**src/verilog/fpc_pkg.sv**
```systemverilog
// Purpose: constants and types for the synthesizer loop configuration registers
// Assumes: plain register port, 8-bit registers at their printed offsets
// Notes: analog settings leave the block as decoded codes
// Behaviour
// RQ1 - Calibration starts on control bit 3 rising
// RQ2 - Bit 2 holds loop dividers in sync
// RQ3 - Bit 1 powers down, bit 0 resets
// RQ4 - Path bit 3 selects doubled reference
// RQ5 - Loop mode field selects feedback path
// RQ6 - Modulator power-down bit resets to one
// RQ7 - Pump code, 4 uA/step, resets 0x8d
// RQ8 - Filter bits 7:6 pick second-pole resistor
// RQ9 - Filter bits 5:3 pick zero resistor
// RQ10 - Filter bits 2:0 pick first-pole capacitor
// RQ11 - Reserved control bits read zero, ignore writes
package fpc_pkg;
    // ------------------------------------------------------------
    // Register map
    // ------------------------------------------------------------
    localparam int FPC_AW = 12;
    localparam logic [11:0] FPC_OFS_CTRL = 12'h100;
    localparam logic [11:0] FPC_OFS_PATH = 12'h101;
    localparam logic [11:0] FPC_OFS_PUMP = 12'h102;
    localparam logic [11:0] FPC_OFS_FILT = 12'h103;
    // ------------------------------------------------------------
    // Fields and reset values
    // ------------------------------------------------------------
    localparam int FPC_CAL_BIT = 3;
    localparam int FPC_SYNC_BIT = 2;
    localparam int FPC_PD_BIT = 1;
    localparam int FPC_RST_BIT = 0;
    localparam int FPC_DBL_BIT = 3;
    localparam int FPC_MODE_HI = 2;
    localparam int FPC_MODE_LO = 1;
    localparam int FPC_MPD_BIT = 0;
    localparam logic [7:0] FPC_CTRL_RST = 8'h00;
    localparam logic [7:0] FPC_PATH_RST = 8'h01;
    localparam logic [7:0] FPC_PUMP_RST = 8'h8d;
    localparam logic [1:0] FPC_RP2_RST = 2'h3;
    localparam logic [2:0] FPC_RZ_RST = 3'h5;
    localparam logic [2:0] FPC_CP1_RST = 3'h0;
    localparam logic [7:0] FPC_CTRL_MASK = 8'h0f;
    localparam logic [7:0] FPC_PATH_MASK = 8'h0f;
    localparam int FPC_PUMP_UA_STEP = 4;
    localparam int FPC_PUMP_UA_W = 10;

    typedef enum logic [1:0] {
        FPC_MODE_SINGLE = 2'h0,
        FPC_MODE_CASCADE = 2'h1,
        FPC_MODE_FIXDLY = 2'h2,
        FPC_MODE_RSVD = 2'h3
    } fpc_mode_t;

    typedef struct packed {
        logic [1:0] second_pole_resistor;
        logic [2:0] zero_resistor;
        logic [2:0] first_pole_capacitor;
    } fpc_filter_t;

    typedef struct packed {
        logic cal_start;
        logic div_sync;
        logic loop_pd;
        logic loop_reset;
        logic dbl_sel;
        fpc_mode_t loop_mode;
        logic mode_bad;
        logic mod_pd;
        logic [7:0] pump_code;
        logic [9:0] pump_ua;
        logic [11:0] rp2_ohm;
        logic [12:0] rz_ohm; // Widest value 4125 needs 13 bits
        logic [7:0] cp1_pf;
    } fpc_ctl_t;
endpackage : fpc_pkg

```
**src/verilog/fpc_regs.sv**
```systemverilog
// Purpose: synthesizer loop configuration register bank
// Assumes: one clock, strobes one cycle long, never both at once
// Notes: all outputs registered; read data valid the cycle after read
`timescale 1ns/1ps
module fpc_regs
    import fpc_pkg::*;
(
    input wire logic clk_sys,
    input wire logic reset,
    input wire logic [FPC_AW-1:0] addr,
    input wire logic [7:0] wdata,
    input wire logic wr,
    input wire logic rd,
    output logic [7:0] rdata,
    output fpc_ctl_t ctl
);
    // ------------------------------------------------------------
    // Register state
    // ------------------------------------------------------------
    logic [7:0] ctrl_reg, next_ctrl_reg;
    logic [7:0] path_reg, next_path_reg;
    logic [7:0] pump_reg, next_pump_reg;
    fpc_filter_t filt_reg, next_filt_reg;
    logic [7:0] next_rdata;
    fpc_ctl_t next_ctl;
    logic [11:0] dec_rp2;
    logic [12:0] dec_rz;
    logic [7:0] dec_cp1;
    logic [9:0] dec_ua;

    function automatic logic hit(input logic [FPC_AW-1:0] a, input logic [11:0] o);
        return a == o;
    endfunction : hit

    always_comb begin
        next_ctrl_reg = ctrl_reg;
        next_path_reg = path_reg;
        next_pump_reg = pump_reg;
        next_filt_reg = filt_reg;
        if (wr && hit(addr, FPC_OFS_CTRL)) begin
            next_ctrl_reg = wdata & FPC_CTRL_MASK; // [RQ11]
        end
        if (wr && hit(addr, FPC_OFS_PATH)) begin
            next_path_reg = wdata & FPC_PATH_MASK; // [RQ11]
        end
        if (wr && hit(addr, FPC_OFS_PUMP)) begin
            next_pump_reg = wdata; // [RQ7]
        end
        if (wr && hit(addr, FPC_OFS_FILT)) begin
            next_filt_reg = fpc_filter_t'(wdata); // [RQ8] [RQ9] [RQ10]
        end
    end

    always_ff @(posedge clk_sys or posedge reset) begin
        if (reset) begin
            ctrl_reg <= FPC_CTRL_RST;
            path_reg <= FPC_PATH_RST; // [RQ6]
            pump_reg <= FPC_PUMP_RST; // [RQ7]
            filt_reg <= {FPC_RP2_RST, FPC_RZ_RST, FPC_CP1_RST};
        end else begin
            ctrl_reg <= next_ctrl_reg;
            path_reg <= next_path_reg;
            pump_reg <= next_pump_reg;
            filt_reg <= next_filt_reg;
        end
    end

    // ------------------------------------------------------------
    // Read port
    // ------------------------------------------------------------
    always_comb begin
        next_rdata = 8'h00;
        if (rd) begin
            if (hit(addr, FPC_OFS_CTRL)) begin
                next_rdata = ctrl_reg;
            end else if (hit(addr, FPC_OFS_PATH)) begin
                next_rdata = path_reg;
            end else if (hit(addr, FPC_OFS_PUMP)) begin
                next_rdata = pump_reg;
            end else if (hit(addr, FPC_OFS_FILT)) begin
                next_rdata = filt_reg;
            end
        end
    end

    always_ff @(posedge clk_sys or posedge reset) begin
        if (reset) begin
            rdata <= 8'h00;
        end else begin
            rdata <= next_rdata;
        end
    end

    // ------------------------------------------------------------
    // Control outputs
    // ------------------------------------------------------------
    fpc_filter_decode u_dec (
        .filt(filt_reg),
        .pump_code(pump_reg),
        .rp2_ohm(dec_rp2),
        .rz_ohm(dec_rz),
        .cp1_pf(dec_cp1),
        .pump_ua(dec_ua)
    );

    always_comb begin
        next_ctl = '0;
        // Edge compare on stored value, so rewriting a one starts nothing
        next_ctl.cal_start = next_ctrl_reg[FPC_CAL_BIT] & ~ctrl_reg[FPC_CAL_BIT]; // [RQ1]
        next_ctl.div_sync = next_ctrl_reg[FPC_SYNC_BIT]; // [RQ2]
        next_ctl.loop_pd = next_ctrl_reg[FPC_PD_BIT]; // [RQ3]
        next_ctl.loop_reset = next_ctrl_reg[FPC_RST_BIT]; // [RQ3]
        next_ctl.dbl_sel = next_path_reg[FPC_DBL_BIT]; // [RQ4]
        next_ctl.loop_mode = fpc_mode_t'(next_path_reg[FPC_MODE_HI:FPC_MODE_LO]); // [RQ5]
        // Reserved mode flagged; loop_mode still passes the reserved code out
        next_ctl.mode_bad = (next_path_reg[FPC_MODE_HI:FPC_MODE_LO] == FPC_MODE_RSVD); // [RQ5]
        next_ctl.mod_pd = next_path_reg[FPC_MPD_BIT]; // [RQ6]
        next_ctl.pump_code = pump_reg;
        next_ctl.pump_ua = dec_ua;
        next_ctl.rp2_ohm = dec_rp2;
        next_ctl.rz_ohm = dec_rz;
        next_ctl.cp1_pf = dec_cp1;
    end

    always_ff @(posedge clk_sys or posedge reset) begin
        if (reset) begin
            ctl <= '0;
            ctl.mod_pd <= 1'b1;
            ctl.pump_code <= FPC_PUMP_RST;
            ctl.pump_ua <= 10'd564;
            ctl.rp2_ohm <= 12'd285;
            ctl.rz_ohm <= 13'd3375;
            ctl.cp1_pf <= 8'd2;
        end else begin
            ctl <= next_ctl;
        end
    end

    // ------------------------------------------------------------
    // Checks
    // ------------------------------------------------------------
    cal_pulse_a: assert property (@(posedge clk_sys) disable iff (reset) // [RQ1]
        (wr && addr == FPC_OFS_CTRL && wdata[3] && !ctrl_reg[3]) |=> ctl.cal_start)
        else $error("calibration not started");
    cal_single_a: assert property (@(posedge clk_sys) disable iff (reset) // [RQ1]
        ctl.cal_start |=> !ctl.cal_start)
        else $error("calibration pulse too long");
    sync_follow_a: assert property (@(posedge clk_sys) disable iff (reset) // [RQ2]
        ##1 ctl.div_sync == $past(next_ctrl_reg[2]))
        else $error("sync not following control");
    pd_rst_a: assert property (@(posedge clk_sys) disable iff (reset) // [RQ3]
        (wr && addr == FPC_OFS_CTRL) |=> (ctl.loop_pd == $past(wdata[1])
            && ctl.loop_reset == $past(wdata[0])))
        else $error("power-down or reset wrong");
    dbl_path_a: assert property (@(posedge clk_sys) disable iff (reset) // [RQ4]
        (wr && addr == FPC_OFS_PATH) |=> ctl.dbl_sel == $past(wdata[3]))
        else $error("doubler select wrong");
    mode_sel_a: assert property (@(posedge clk_sys) disable iff (reset) // [RQ5]
        ctl.mode_bad == (ctl.loop_mode == FPC_MODE_RSVD))
        else $error("reserved mode flag wrong");
    mod_pd_a: assert property (@(posedge clk_sys) disable iff (reset) // [RQ6]
        (wr && addr == FPC_OFS_PATH) |=> ctl.mod_pd == $past(wdata[0]))
        else $error("modulator power-down wrong");
    pump_ua_a: assert property (@(posedge clk_sys) disable iff (reset) // [RQ7]
        ctl.pump_ua == {ctl.pump_code, 2'b00})
        else $error("pump current wrong");
    rp2_map_a: assert property (@(posedge clk_sys) disable iff (reset) // [RQ8]
        (wr && addr == FPC_OFS_FILT && wdata[7:6] == 2'h1) |=> ##1 ctl.rp2_ohm == 12'd666)
        else $error("second-pole resistor wrong");
    rz_map_a: assert property (@(posedge clk_sys) disable iff (reset) // [RQ9]
        (wr && addr == FPC_OFS_FILT && wdata[5:3] == 3'h3) |=> ##1 ctl.rz_ohm == 13'd2650)
        else $error("zero resistor wrong");
    cp1_map_a: assert property (@(posedge clk_sys) disable iff (reset) // [RQ10]
        (wr && addr == FPC_OFS_FILT && wdata[2:0] == 3'h6) |=> ##1 ctl.cp1_pf == 8'd122)
        else $error("first-pole capacitor wrong");
    rsvd_zero_a: assert property (@(posedge clk_sys) disable iff (reset) // [RQ11]
        (rd && (addr == FPC_OFS_CTRL || addr == FPC_OFS_PATH)) |=> rdata[7:4] == 4'h0)
        else $error("reserved bits not zero");
    read_back_a: assert property (@(posedge clk_sys) disable iff (reset)
        (wr && addr == FPC_OFS_PUMP) ##1 (rd && addr == FPC_OFS_PUMP)
            |=> rdata == $past(wdata, 2))
        else $error("pump read-back wrong");

    cal_cov: cover property (@(posedge clk_sys) disable iff (reset) ctl.cal_start);
    mode_cov: cover property (@(posedge clk_sys) disable iff (reset)
        ctl.loop_mode == FPC_MODE_FIXDLY);
    sync_cov: cover property (@(posedge clk_sys) disable iff (reset)
        ctl.div_sync ##1 !ctl.div_sync);
    filt_cov: cover property (@(posedge clk_sys) disable iff (reset)
        rd && addr == FPC_OFS_FILT);
endmodule : fpc_regs

```
**src/verilog/fpc_filter_decode.sv**
```systemverilog
// Purpose: turn filter and pump codes into physical values
// Assumes: codes come from registers on the same clock
// Notes: combinational; the top registers the results
`timescale 1ns/1ps
module fpc_filter_decode
    import fpc_pkg::*;
(
    input wire fpc_filter_t filt,
    input wire logic [7:0] pump_code,
    output logic [11:0] rp2_ohm,
    output logic [12:0] rz_ohm,
    output logic [7:0] cp1_pf,
    output logic [9:0] pump_ua
);
    always_comb begin
        unique case (filt.second_pole_resistor) // [RQ8]
            2'h0: rp2_ohm = 12'd2000;
            2'h1: rp2_ohm = 12'd666;
            2'h2: rp2_ohm = 12'd400;
            2'h3: rp2_ohm = 12'd285;
        endcase
        unique case (filt.zero_resistor) // [RQ9]
            3'h0: rz_ohm = 13'd1500;
            3'h1: rz_ohm = 13'd1875;
            3'h2: rz_ohm = 13'd2250;
            3'h3: rz_ohm = 13'd2650;
            3'h4: rz_ohm = 13'd3000;
            3'h5: rz_ohm = 13'd3375;
            3'h6: rz_ohm = 13'd3750;
            3'h7: rz_ohm = 13'd4125;
        endcase
        unique case (filt.first_pole_capacitor) // [RQ10]
            3'h0: cp1_pf = 8'd2;
            3'h1: cp1_pf = 8'd8;
            3'h2: cp1_pf = 8'd42;
            3'h3: cp1_pf = 8'd48;
            3'h4: cp1_pf = 8'd82;
            3'h5: cp1_pf = 8'd88;
            3'h6: cp1_pf = 8'd122;
            3'h7: cp1_pf = 8'd128;
        endcase
        pump_ua = {pump_code, 2'b00}; // [RQ7] times FPC_PUMP_UA_STEP
    end
endmodule : fpc_filter_decode

```
**config.mk**
```make
export PLATFORM = sky130hd
export DESIGN_NAME = fpc_regs
export DESIGN_NICKNAME = d
export VERILOG_FILES = /design/src/verilog/fpc_pkg.sv /design/src/verilog/fpc_regs.sv /design/src/verilog/fpc_filter_decode.sv
export SDC_FILE = /design/constraint.sdc
export NUM_CORES = 1
export LEC_CHECK = 0
export BUFFER_PORTS_ARGS = -buffer_cell sky130_fd_sc_hd__buf_2
export CORE_ASPECT_RATIO = 1.2
export CORE_MARGIN = 1.5
export CORE_UTILIZATION = 35
export CTS_BUF_LIST = sky130_fd_sc_hd__clkbuf_8
export CTS_CLUSTER_SIZE = 20
export DETAILED_ROUTE_END_ITERATION = 8
export HOLD_SLACK_MARGIN = 0.02
export PLACE_DENSITY = 0.68
export SETUP_SLACK_MARGIN = 0.1
export SLEW_MARGIN = 20
export SYNTH_ARGS = -nofsm -noshare
export SYNTH_HDL_FRONTEND = slang
export SYNTH_HIERARCHICAL = 1
export SYNTH_SLANG_ARGS = --single-unit
```
**constraint.sdc**
```tcl
create_clock -name clk_sys -period 3.1 [get_ports clk_sys]
set_input_delay 0.775 -clock clk_sys [delete_from_list [all_inputs] [get_ports clk_sys]]
set_output_delay 0.775 -clock clk_sys [all_outputs]
set_load 0.02 [all_outputs]
```
Yosys cells after proc, flatten, opt, wreduce, memory -nomap -nowiden
Memory sizes are Yosys's and may differ from the RTL's. A register that Yosys moved wholly into a read port is not among the register bits.
Index checks and enable logic that the tools add are counted.
{"block": "op_classes", "n_eq_ne": 8, "n_bitwise": 2, "n_reduce_logical": 5, "muxes": 8}
{"operator": "$eq A12 B9 Y1 const B", "count": 4}
{"operator": "$pmux W12 S4", "count": 1}
{"operator": "$mux W8", "count": 5}
{"operator": "$mux W4", "count": 2}
{"operator": "$eq A2 B2 Y1 const B", "count": 3}
{"operator": "$logic_and A1 B1 Y1", "count": 4}
{"operator": "$eq A2 B1 Y1 const B", "count": 1}
{"operator": "$logic_not A2 Y1", "count": 1}
{"operator": "$and A1 B1 Y1", "count": 1}
{"operator": "$not A1 Y1", "count": 1}
{"block": "totals", "register_bits": 69, "n_memories": 2, "rom_bits": 152, "output_inout_bits": 68, "wordCells": 43}
{"name": "(name not given)", "depth": 8, "width": 13, "read_ports": 1, "rd_ports_with_merged_regs": 1, "write_ports": 0, "line": "fpc_filter_decode.sv:22", "rtl": "unique case (filt.zero_resistor)"}
{"name": "(name not given)", "depth": 8, "width": 6, "read_ports": 1, "rd_ports_with_merged_regs": 1, "write_ports": 0, "line": "fpc_filter_decode.sv:32", "rtl": "unique case (filt.first_pole_capacitor)"}

Depth between registers and ports, before layout
Gate-level depths: netlist (run 1).
{"block": "logic_depth", "ltp_word": 6, "ltp_mapped": 5}

Modules after synthesis
Netlist (run 1), hierarchy kept.
{"mod": "fpc_regs", "instances": 1, "area_per_inst_um2": 2881.5, "cells_per_inst": 154}
{"mod": "fpc_filter_decode", "instances": 1, "area_per_inst_um2": 435.4, "cells_per_inst": 59}

Least setup slack after synthesis (run 1)
Ideal clock, no wire load.
{"block": "synth_timing", "path_kind": "input to register", "from": "input port addr[11]", "to": "register filt_reg[0] (netlist name)", "required_time_ns": 2.975, "path_slack_ns": 0.670, "arrival_time_ns": 2.305, "cell_stages": 4, "path_cell_list": "or4_1 > buf_6 > nor4_4 > mux2_2"}
{"block": "synth_via", "elab_chain_cells": 2}
{"item": "start, declared", "line": "fpc_regs.sv:10", "rtl": "input wire logic [FPC_AW-1:0] addr,"}
{"item": "$eq A12 B9 Y1", "line": "fpc_regs.sv:32", "rtl": "return a == o;"}
{"item": "$logic_and A1 B1 Y1", "line": "fpc_regs.sv:49", "rtl": "if (wr && hit(addr, FPC_OFS_FILT)) begin"}
{"item": "end signal, assigned", "line": "fpc_regs.sv:59", "rtl": "filt_reg <= {FPC_RP2_RST, FPC_RZ_RST, FPC_CP1_RST};"}
{"item": "end signal, assigned", "line": "fpc_regs.sv:64", "rtl": "filt_reg <= next_filt_reg;"}
{"item": "end, declared", "line": "fpc_regs.sv:23", "rtl": "fpc_filter_t filt_reg, next_filt_reg;"}
Every way passes these cells.
A chain may end at the register's enable or synchronous reset.

Worst setup path after layout (run 1)
{"block": "layout_timing", "from": "input port addr[11]", "to": "register rdata[7]"}
{"block": "layout_via", "elab_chain_cells": 6}
{"item": "$eq A12 B9 Y1", "line": "fpc_regs.sv:32"}
{"item": "$mux W8", "line": "fpc_regs.sv:80", "rtl": "end else if (hit(addr, FPC_OFS_FILT)) begin"}
{"item": "$mux W8", "line": "fpc_regs.sv:78", "rtl": "end else if (hit(addr, FPC_OFS_PUMP)) begin"}
{"item": "$mux W8", "line": "fpc_regs.sv:76", "rtl": "end else if (hit(addr, FPC_OFS_PATH)) begin"}
{"item": "$mux W8 (*)", "line": "fpc_regs.sv:74", "rtl": "if (hit(addr, FPC_OFS_CTRL)) begin"}
{"item": "$mux W8 (*)", "line": "fpc_regs.sv:73", "rtl": "if (rd) begin"}
{"item": "net next_rdata[7]", "line": "fpc_regs.sv:24", "rtl": "logic [7:0] next_rdata;"}
{"item": "end signal, assigned", "line": "fpc_regs.sv:90", "rtl": "rdata <= next_rdata;"}
{"item": "end, declared", "line": "fpc_regs.sv:14", "rtl": "output logic [7:0] rdata,"}
Mark *: on every way through the listed nets, which the timed path passes. The rest lies on a longest branch.

==> results.toml, run 1 <==
[run_status]
status = "completed"

[power_and_ir_drop]
switching_share_pct = 23.4
switchingPower_uw = 434
pwr-share-comb_pct = 4.5
ir_worst_vdd_v = 0.000306
power_density_nw_per_um2 = 471
seq_power_share_pct = 60.4
p_leak_uw = 0.00200
p_int_uw = 1430
clkPwrFrac_pct = 35.1

[synth]
synth_top_area_share_pct = 40.7
synth-simple-area-share_pct = 9.09
synthAdderAreaFrac_pct = 3.39
synth_compound_area_share_pct = 1.06
synth.top_cells.by_count = "54 x dfrtp_1, 31 x dfstp_2, 24 x mux2_2, 20 x buf_4, 10 x inv_1"
synthTopCellsByArea = "dfrtp_1 41%, dfstp_2 25%, mux2_2 8.1%"
synth_top_family_by_area = "multiplexers"
synth_edf_count = 0
synth_xor_area_share_pct = 0.264
yosysMostFrequentCell = "dfrtp_1"
muxShareOfSynthArea_pct = 13.5
syn_area_per_cell_um2 = 15.6
synth_top_cell_by_area = "dfrtp_1"
synthArstFlopShare_pct = 100
synth_cell_type_count = 36
yosys_register_bits = 85
syn_area_um2 = 3320
synth_ff_type = "dfrtp_1"
yosysWarnings = 6
synth_cells = 213
seq_area_frac_synth_pct = 65.3

[finish]
diodes = 0
largest_reg_flops = 54
largest_register = "ctl"
nets = 331
fillCellCount = 862
drive_gt1_share_pct = 60.1
area_growth_pct = 19.1
final_util_pct = 43.3

[global_route]
grt_start_max_net_pins = 37
first_global_vias = 1832
overflow = 0
antenna_found_initial = 0
grt_first_pass_wirelength_um = 9670
grt_use_total_pct = 13.2

[floorplan]
core_um2 = 9130
num_io_pins = 92
die_h_um = 110
start_util_pct = 36.3
die_area_um2 = 10100
num_rows = 38
die_width_um = 91.9

[sta]
period_minus_slack_ps = 2360
setup_viol = 0
slew_headroom_pct = 61.2
tightest_slew_ps = 581
worst_hold_slack_ps = 381
tns_ps = 0
fin_crit_sh_pct = 76.1
rsz0062_at_grt = "false"
hold_violations = 0
slew_viol_final = 0
max_clock_freq_ghz = 0.424
fin_skew_ps = 4.24

[setup_path]
crit_cells = 4
endpoint_kind = "flip-flop"
crit_top_cell = "or4_1"
critical_path_buf_inv_count = 1
slowest_stage = "or4_1"
crit_fanout = 8
required_ps = 3380
crit_chain = "buf_2 -> or4_1 -> or4_1 -> nor3b_2"
cp-start-kind = "primary input"
r2r_start = "filt_reg[3]$_DFFE_PP1P_"
r2r_end = "ctl[12]$_DFF_PP0_"
r2r_slack_ps = 1700
criticalPathCategory = "in -> reg"
r2r_cells = 4
cp_top_family = "simple AND/OR/NAND/NOR gates"
cp.arrival_ps = 2640
cp_slowest_stage_delay_ps = 780

[clock_network]
cts_resized = 0
cts_buffer_depth = 2
insertion_delay_ps = 360
hold_buffers = 0
htreeDepth = 3
clk_pin_slew_ps = 80
cts_buffers = 9
cts_tree = "yes"
clockRootBuffer = "clkbuf_8"
cts_sinks = 85
cts_setup_buffers = 0

[route]
drtPass1Iterations = 4
dr_total_vias = 1828
viasPerCell = 4.32
route.detailed.drc = 0
final_antenna_net_count = 0
drt_iter0_drc = 62
routed_wl_um = 6120
avgRoutedWirePerCell_um = 14.5

[placement]
place_hpwl_um = 4590
gp_congestion = 0.737
port_buffers = 91

[min_path]
min_to = "ctl[50]$_DFF_PP1_"
min_path_cells = 0
min_from = "pump_reg[7]$_DFFE_PP1P_"
hp-class = "reg -> reg"

[run]
cap_viol_max_count = 0
-- worst reg2reg max path, cell delays in order (launching register included) --
cell	delay (ps)
dfstp_2	630
inv_1	120
ha_1	320
nand2_1	80
a21boi_0	170
-- per-stage QoR --
stage	total power, uW	area, um2	worst slack, ps	std cells
after floorplan	1200	3340	183	218
after global routing	1950	3950	731	423
after CTS	1900	3950	762	423
final	1860	3950	742	423
after detailed placement	1230	3790	366	407
after global placement	1230	3790	411	407
-- placed cells by master (no fill, tap or decap), types with 3 or more instances in the layout --
cell | synthesis | routed
nor4_4 | 4 | 4
clkbuf_8 | 0 | 9
buf_2 | 2 | 91
mux2i_1 | 6 | 6
nor2b_1 | 6 | 6
nand2_1 | 4 | 4
dfrtp_1 | 54 | 54
buf_4 | 20 | 6
mux4_2 | 4 | 4
mux2_2 | 24 | 24
inv_1 | 10 | 12
clkinv_2 | 0 | 3
ha_1 | 9 | 9
or4_1 | 4 | 4
nor3b_2 | 4 | 4
dfstp_2 | 31 | 31
conb_1 | 2 | 7
-- kinds of logic (layout without fill, tap and decap cells) --
kind of cell               after synthesis  in the layout
buffers and inverters                   39            124
and+or+nand+nor                         35             35
adders and majority gates                9              9
DFF                                     85             85
muxes                                   36             36
xor gates and xnor gates                 1              1
AOI/OAI and AO/OA                        6              6
other                                    2              7
-- cell type report --
cell class | instances | area (um2) | area share (%)
Clock buffer | 9 | 124 | 3.14
Tap cell | 120 | 150 | 3.80
Multi-Input combinational cell | 94 | 931 | 23.6
Clock inverter | 7 | 36.3 | 0.919
Timing Repair Buffer | 97 | 500 | 12.7
Sequential cell | 85 | 2170 | 54.8
Inverter | 11 | 42.5 | 1.08
-- how the worst max path moves through the flow --
stage	start	to	slack (ps)
2_1_floorplan	reset	ctl[0]$_DFF_PP0_	180
3_3_place_gp	addr[11]	rdata[7]$_DFF_PP0_	410
3_5_place_dp	addr[11]	rdata[7]$_DFF_PP0_	370
4_1_cts	addr[11]	rdata[7]$_DFF_PP0_	760
5_1_grt	addr[11]	rdata[6]$_DFF_PP0_	730
6_report	addr[11]	rdata[7]$_DFF_PP0_	740
-- power groups by stage --
| stage | logic, uW | clock network [uW] | registers [uW] |
|---|---|---|---|
| after detailed placement | 85.8 | 0 | 1140 |
| final | 83.5 | 653 | 1120 |
| after global routing | 95.0 | 729 | 1130 |
| after global placement | 84.3 | 0 | 1140 |
| after CTS | 85.9 | 686 | 1120 |
| after floorplan | 46.7 | 0 | 1150 |
-- routing by layer --
metal | vias to the layer above | global-route usage (%) | share of wire (%)
met5 | - | 0 | 0
met4 | 0 | 7.91 | 2.2
met3 | 11 | 4.15 | 5.8
met2 | 62 | 20.4 | 50
met1 | 901 | 16.4 | 42
li1 | 854 | - | -
Power figures use the tool's default switching activity.
==> run 2, diff against run 1 <==
--- a/config.mk
+++ b/config.mk
@@ -5,6 +5,7 @@
 export SDC_FILE = /design/constraint.sdc
 export NUM_CORES = 1
 export LEC_CHECK = 0
+export ABC_AREA = 1
 export BUFFER_PORTS_ARGS = -buffer_cell sky130_fd_sc_hd__buf_2
 export CORE_ASPECT_RATIO = 1.2
 export CORE_MARGIN = 1.5
==> constraint.sdc (replaced) <==
create_clock -name clk_sys -period 2.4 [get_ports clk_sys]
set_input_delay 0.6 -clock clk_sys [delete_from_list [all_inputs] [get_ports clk_sys]]
set_output_delay 0.6 -clock clk_sys [all_outputs]
set_load 0.02 [all_outputs]
==> results.toml, run 2 <==
[synth]
synth_cell_type_count = 24
synth_edf_count = 0
synth_cells = 336
yosysMostFrequentCell = "nand2_1"
synth.top_cells.by_count = "83 x nand2_1, 54 x dfrtp_1, 46 x inv_1, 31 x dfstp_2, 20 x buf_4"
synth_ff_type = "dfrtp_1"
synthTopCellsByArea = "dfrtp_1 39%, dfstp_2 24%, nand2_1 9.0%"
synth_top_cell_by_area = "dfrtp_1"
yosysWarnings = 6
syn_area_um2 = 3460
synthArstFlopShare_pct = 100
seq_area_frac_synth_pct = 62.6
yosys_register_bits = 85
syn_area_per_cell_um2 = 10.3
synth_top_area_share_pct = 39.1

[setup_path]
cp-start-kind = "flip-flop"
slowest_stage = "dfstp_2"
r2r_end = "ctl[12]$_DFF_PP0_"
cp_top_family = "flip-flops"
cp_slowest_stage_delay_ps = 560
crit_chain = "buf_2"
r2r_cells = 5
cp-startpoint = "path_reg[0]$_DFFE_PP1P_"
crit_fanout = 3
criticalPathCategory = "reg -> out"
endpoint_kind = "output port"
r2r_slack_ps = 1050
critical_path_buf_inv_count = 1
r2r_start = "filt_reg[3]$_DFFE_PP1P_"
required_ps = 1800
cp.arrival_ps = 1060

[clock_network]
clk_pin_slew_ps = 80
hold_buffers = 0
cts_resized = 0
cts_tree = "yes"
cts_buffer_depth = 2
insertion_delay_ps = 350
cts_buffers = 9
clockRootBuffer = "clkbuf_8"
cts_setup_buffers = 0
htreeDepth = 3
cts_sinks = 85

[global_route]
grt_start_max_net_pins = 86
antenna_found_initial = 0
grt_use_total_pct = 13.1
first_global_vias = 2232
overflow = 0
grt_first_pass_wirelength_um = 10600

[sta]
hold_violations = 0
fin_crit_sh_pct = 69.2
period_minus_slack_ps = 1660
fin_skew_ps = 20.2
slew_viol_final = 0
max_clock_freq_ghz = 0.602
tns_ps = 0
rsz0062_at_grt = "false"
setup_viol = 0

[route]
drtPass1Iterations = 4
route.detailed.drc = 0
viasPerCell = 4.26
final_antenna_net_count = 0
dr_total_vias = 2333
drt_iter0_drc = 40
avgRoutedWirePerCell_um = 11.7
routed_wl_um = 6400

[power_and_ir_drop]
p_leak_uw = 0.00219
power_density_nw_per_um2 = 634
power.total_uw = 2630
ir_worst_vdd_v = 0.000201

[floorplan]
start_util_pct = 36.2
die_area_um2 = 10500
die_width_um = 93.7
num_io_pins = 92
core_um2 = 9560
num_rows = 39
die_h_um = 112

[finish]
drive_gt1_share_pct = 38.4
diodes = 0
largest_reg_flops = 54
final_cell_mix = "91 x buf_2, 83 x nand2_1, 54 x dfrtp_1, 45 x inv_1, 31 x dfstp_2"
mostFrequentLayoutCell = "buf_2"
area_growth_pct = 19.9
largest_register = "ctl"
nets = 453
fillCellCount = 941

[run_status]
status = "completed"

[min_path]
hp-class = "in -> async"

[placement]
gp_congestion = 0.799
place_hpwl_um = 4720
port_buffers = 91

[run]
cap_viol_max_count = 0
[run 2: where the power goes]
| group | internal, uW | switching (uW) |
|---|---|---|
| logic | 34.7 | 87.3 |
| registers | 1450 | 4.47 |
| clock network | 570 | 484 |
| total | 2050 | 576 |
[run 2: worst max path at each step]
stage | end | slack, ps | depth (start not counted)
after floorplan | filt_reg[2]$_DFFE_PP0P_ | 790 | 8
after global placement | filt_reg[4]$_DFFE_PP0P_ | 570 | 8
after detailed placement | path_reg[0]$_DFFE_PP1P_ | 530 | 6
after CTS | ctl[51] | 720 | 1
after global routing | ctl[51] | 700 | 1
final | ctl[51] | 740 | 1
[run 2: metrics by stage]
step	setup slack (ps)	std cells	instance area, um2	utilization (%)	hold WS (ps)
after CTS	716	548	4150	43.4	373
after global routing	695	548	4150	43.4	377
after global placement	569	532	3930	41.1	385
after floorplan	786	341	3480	-	367
final	739	548	4150	43.4	347
after detailed placement	527	532	3930	41.1	384
[run 2: layer usage]
layer  track usage (%)  part of all wire [%]  vias up
met5                 0                     0        -
met4              5.07                   1.7        0
met3              3.69                   6.6        9
met2              21.2                    48       75
met1              16.6                    44     1074
li1                  -                     -     1175
[run 2: logic make-up (layout without fill, tap and decap cells)]
family                     Yosys count  in the layout  share of synthesized area, %
and+or+nand+nor                    137            137                          18.0
DFF                                 85             85                          62.6
buffers and inverters               75            159                          11.0
AOI/OAI and AO/OA                   28             28                          4.92
adders and majority gates            9              9                          3.26
other                                2              7                         0.217
[run 2: area by class of cell]
type                    count  area, um2  share of cell area, %
flip-flops and latches     85       2170                   52.2
multi-input cells         181        931                   22.4
repair buffers             94        490                   11.8
inverters                  49        188                   4.52
clock buffers              12        165                   3.98
well taps                 123        154                   3.71
clock inverters             4       53.8                   1.30
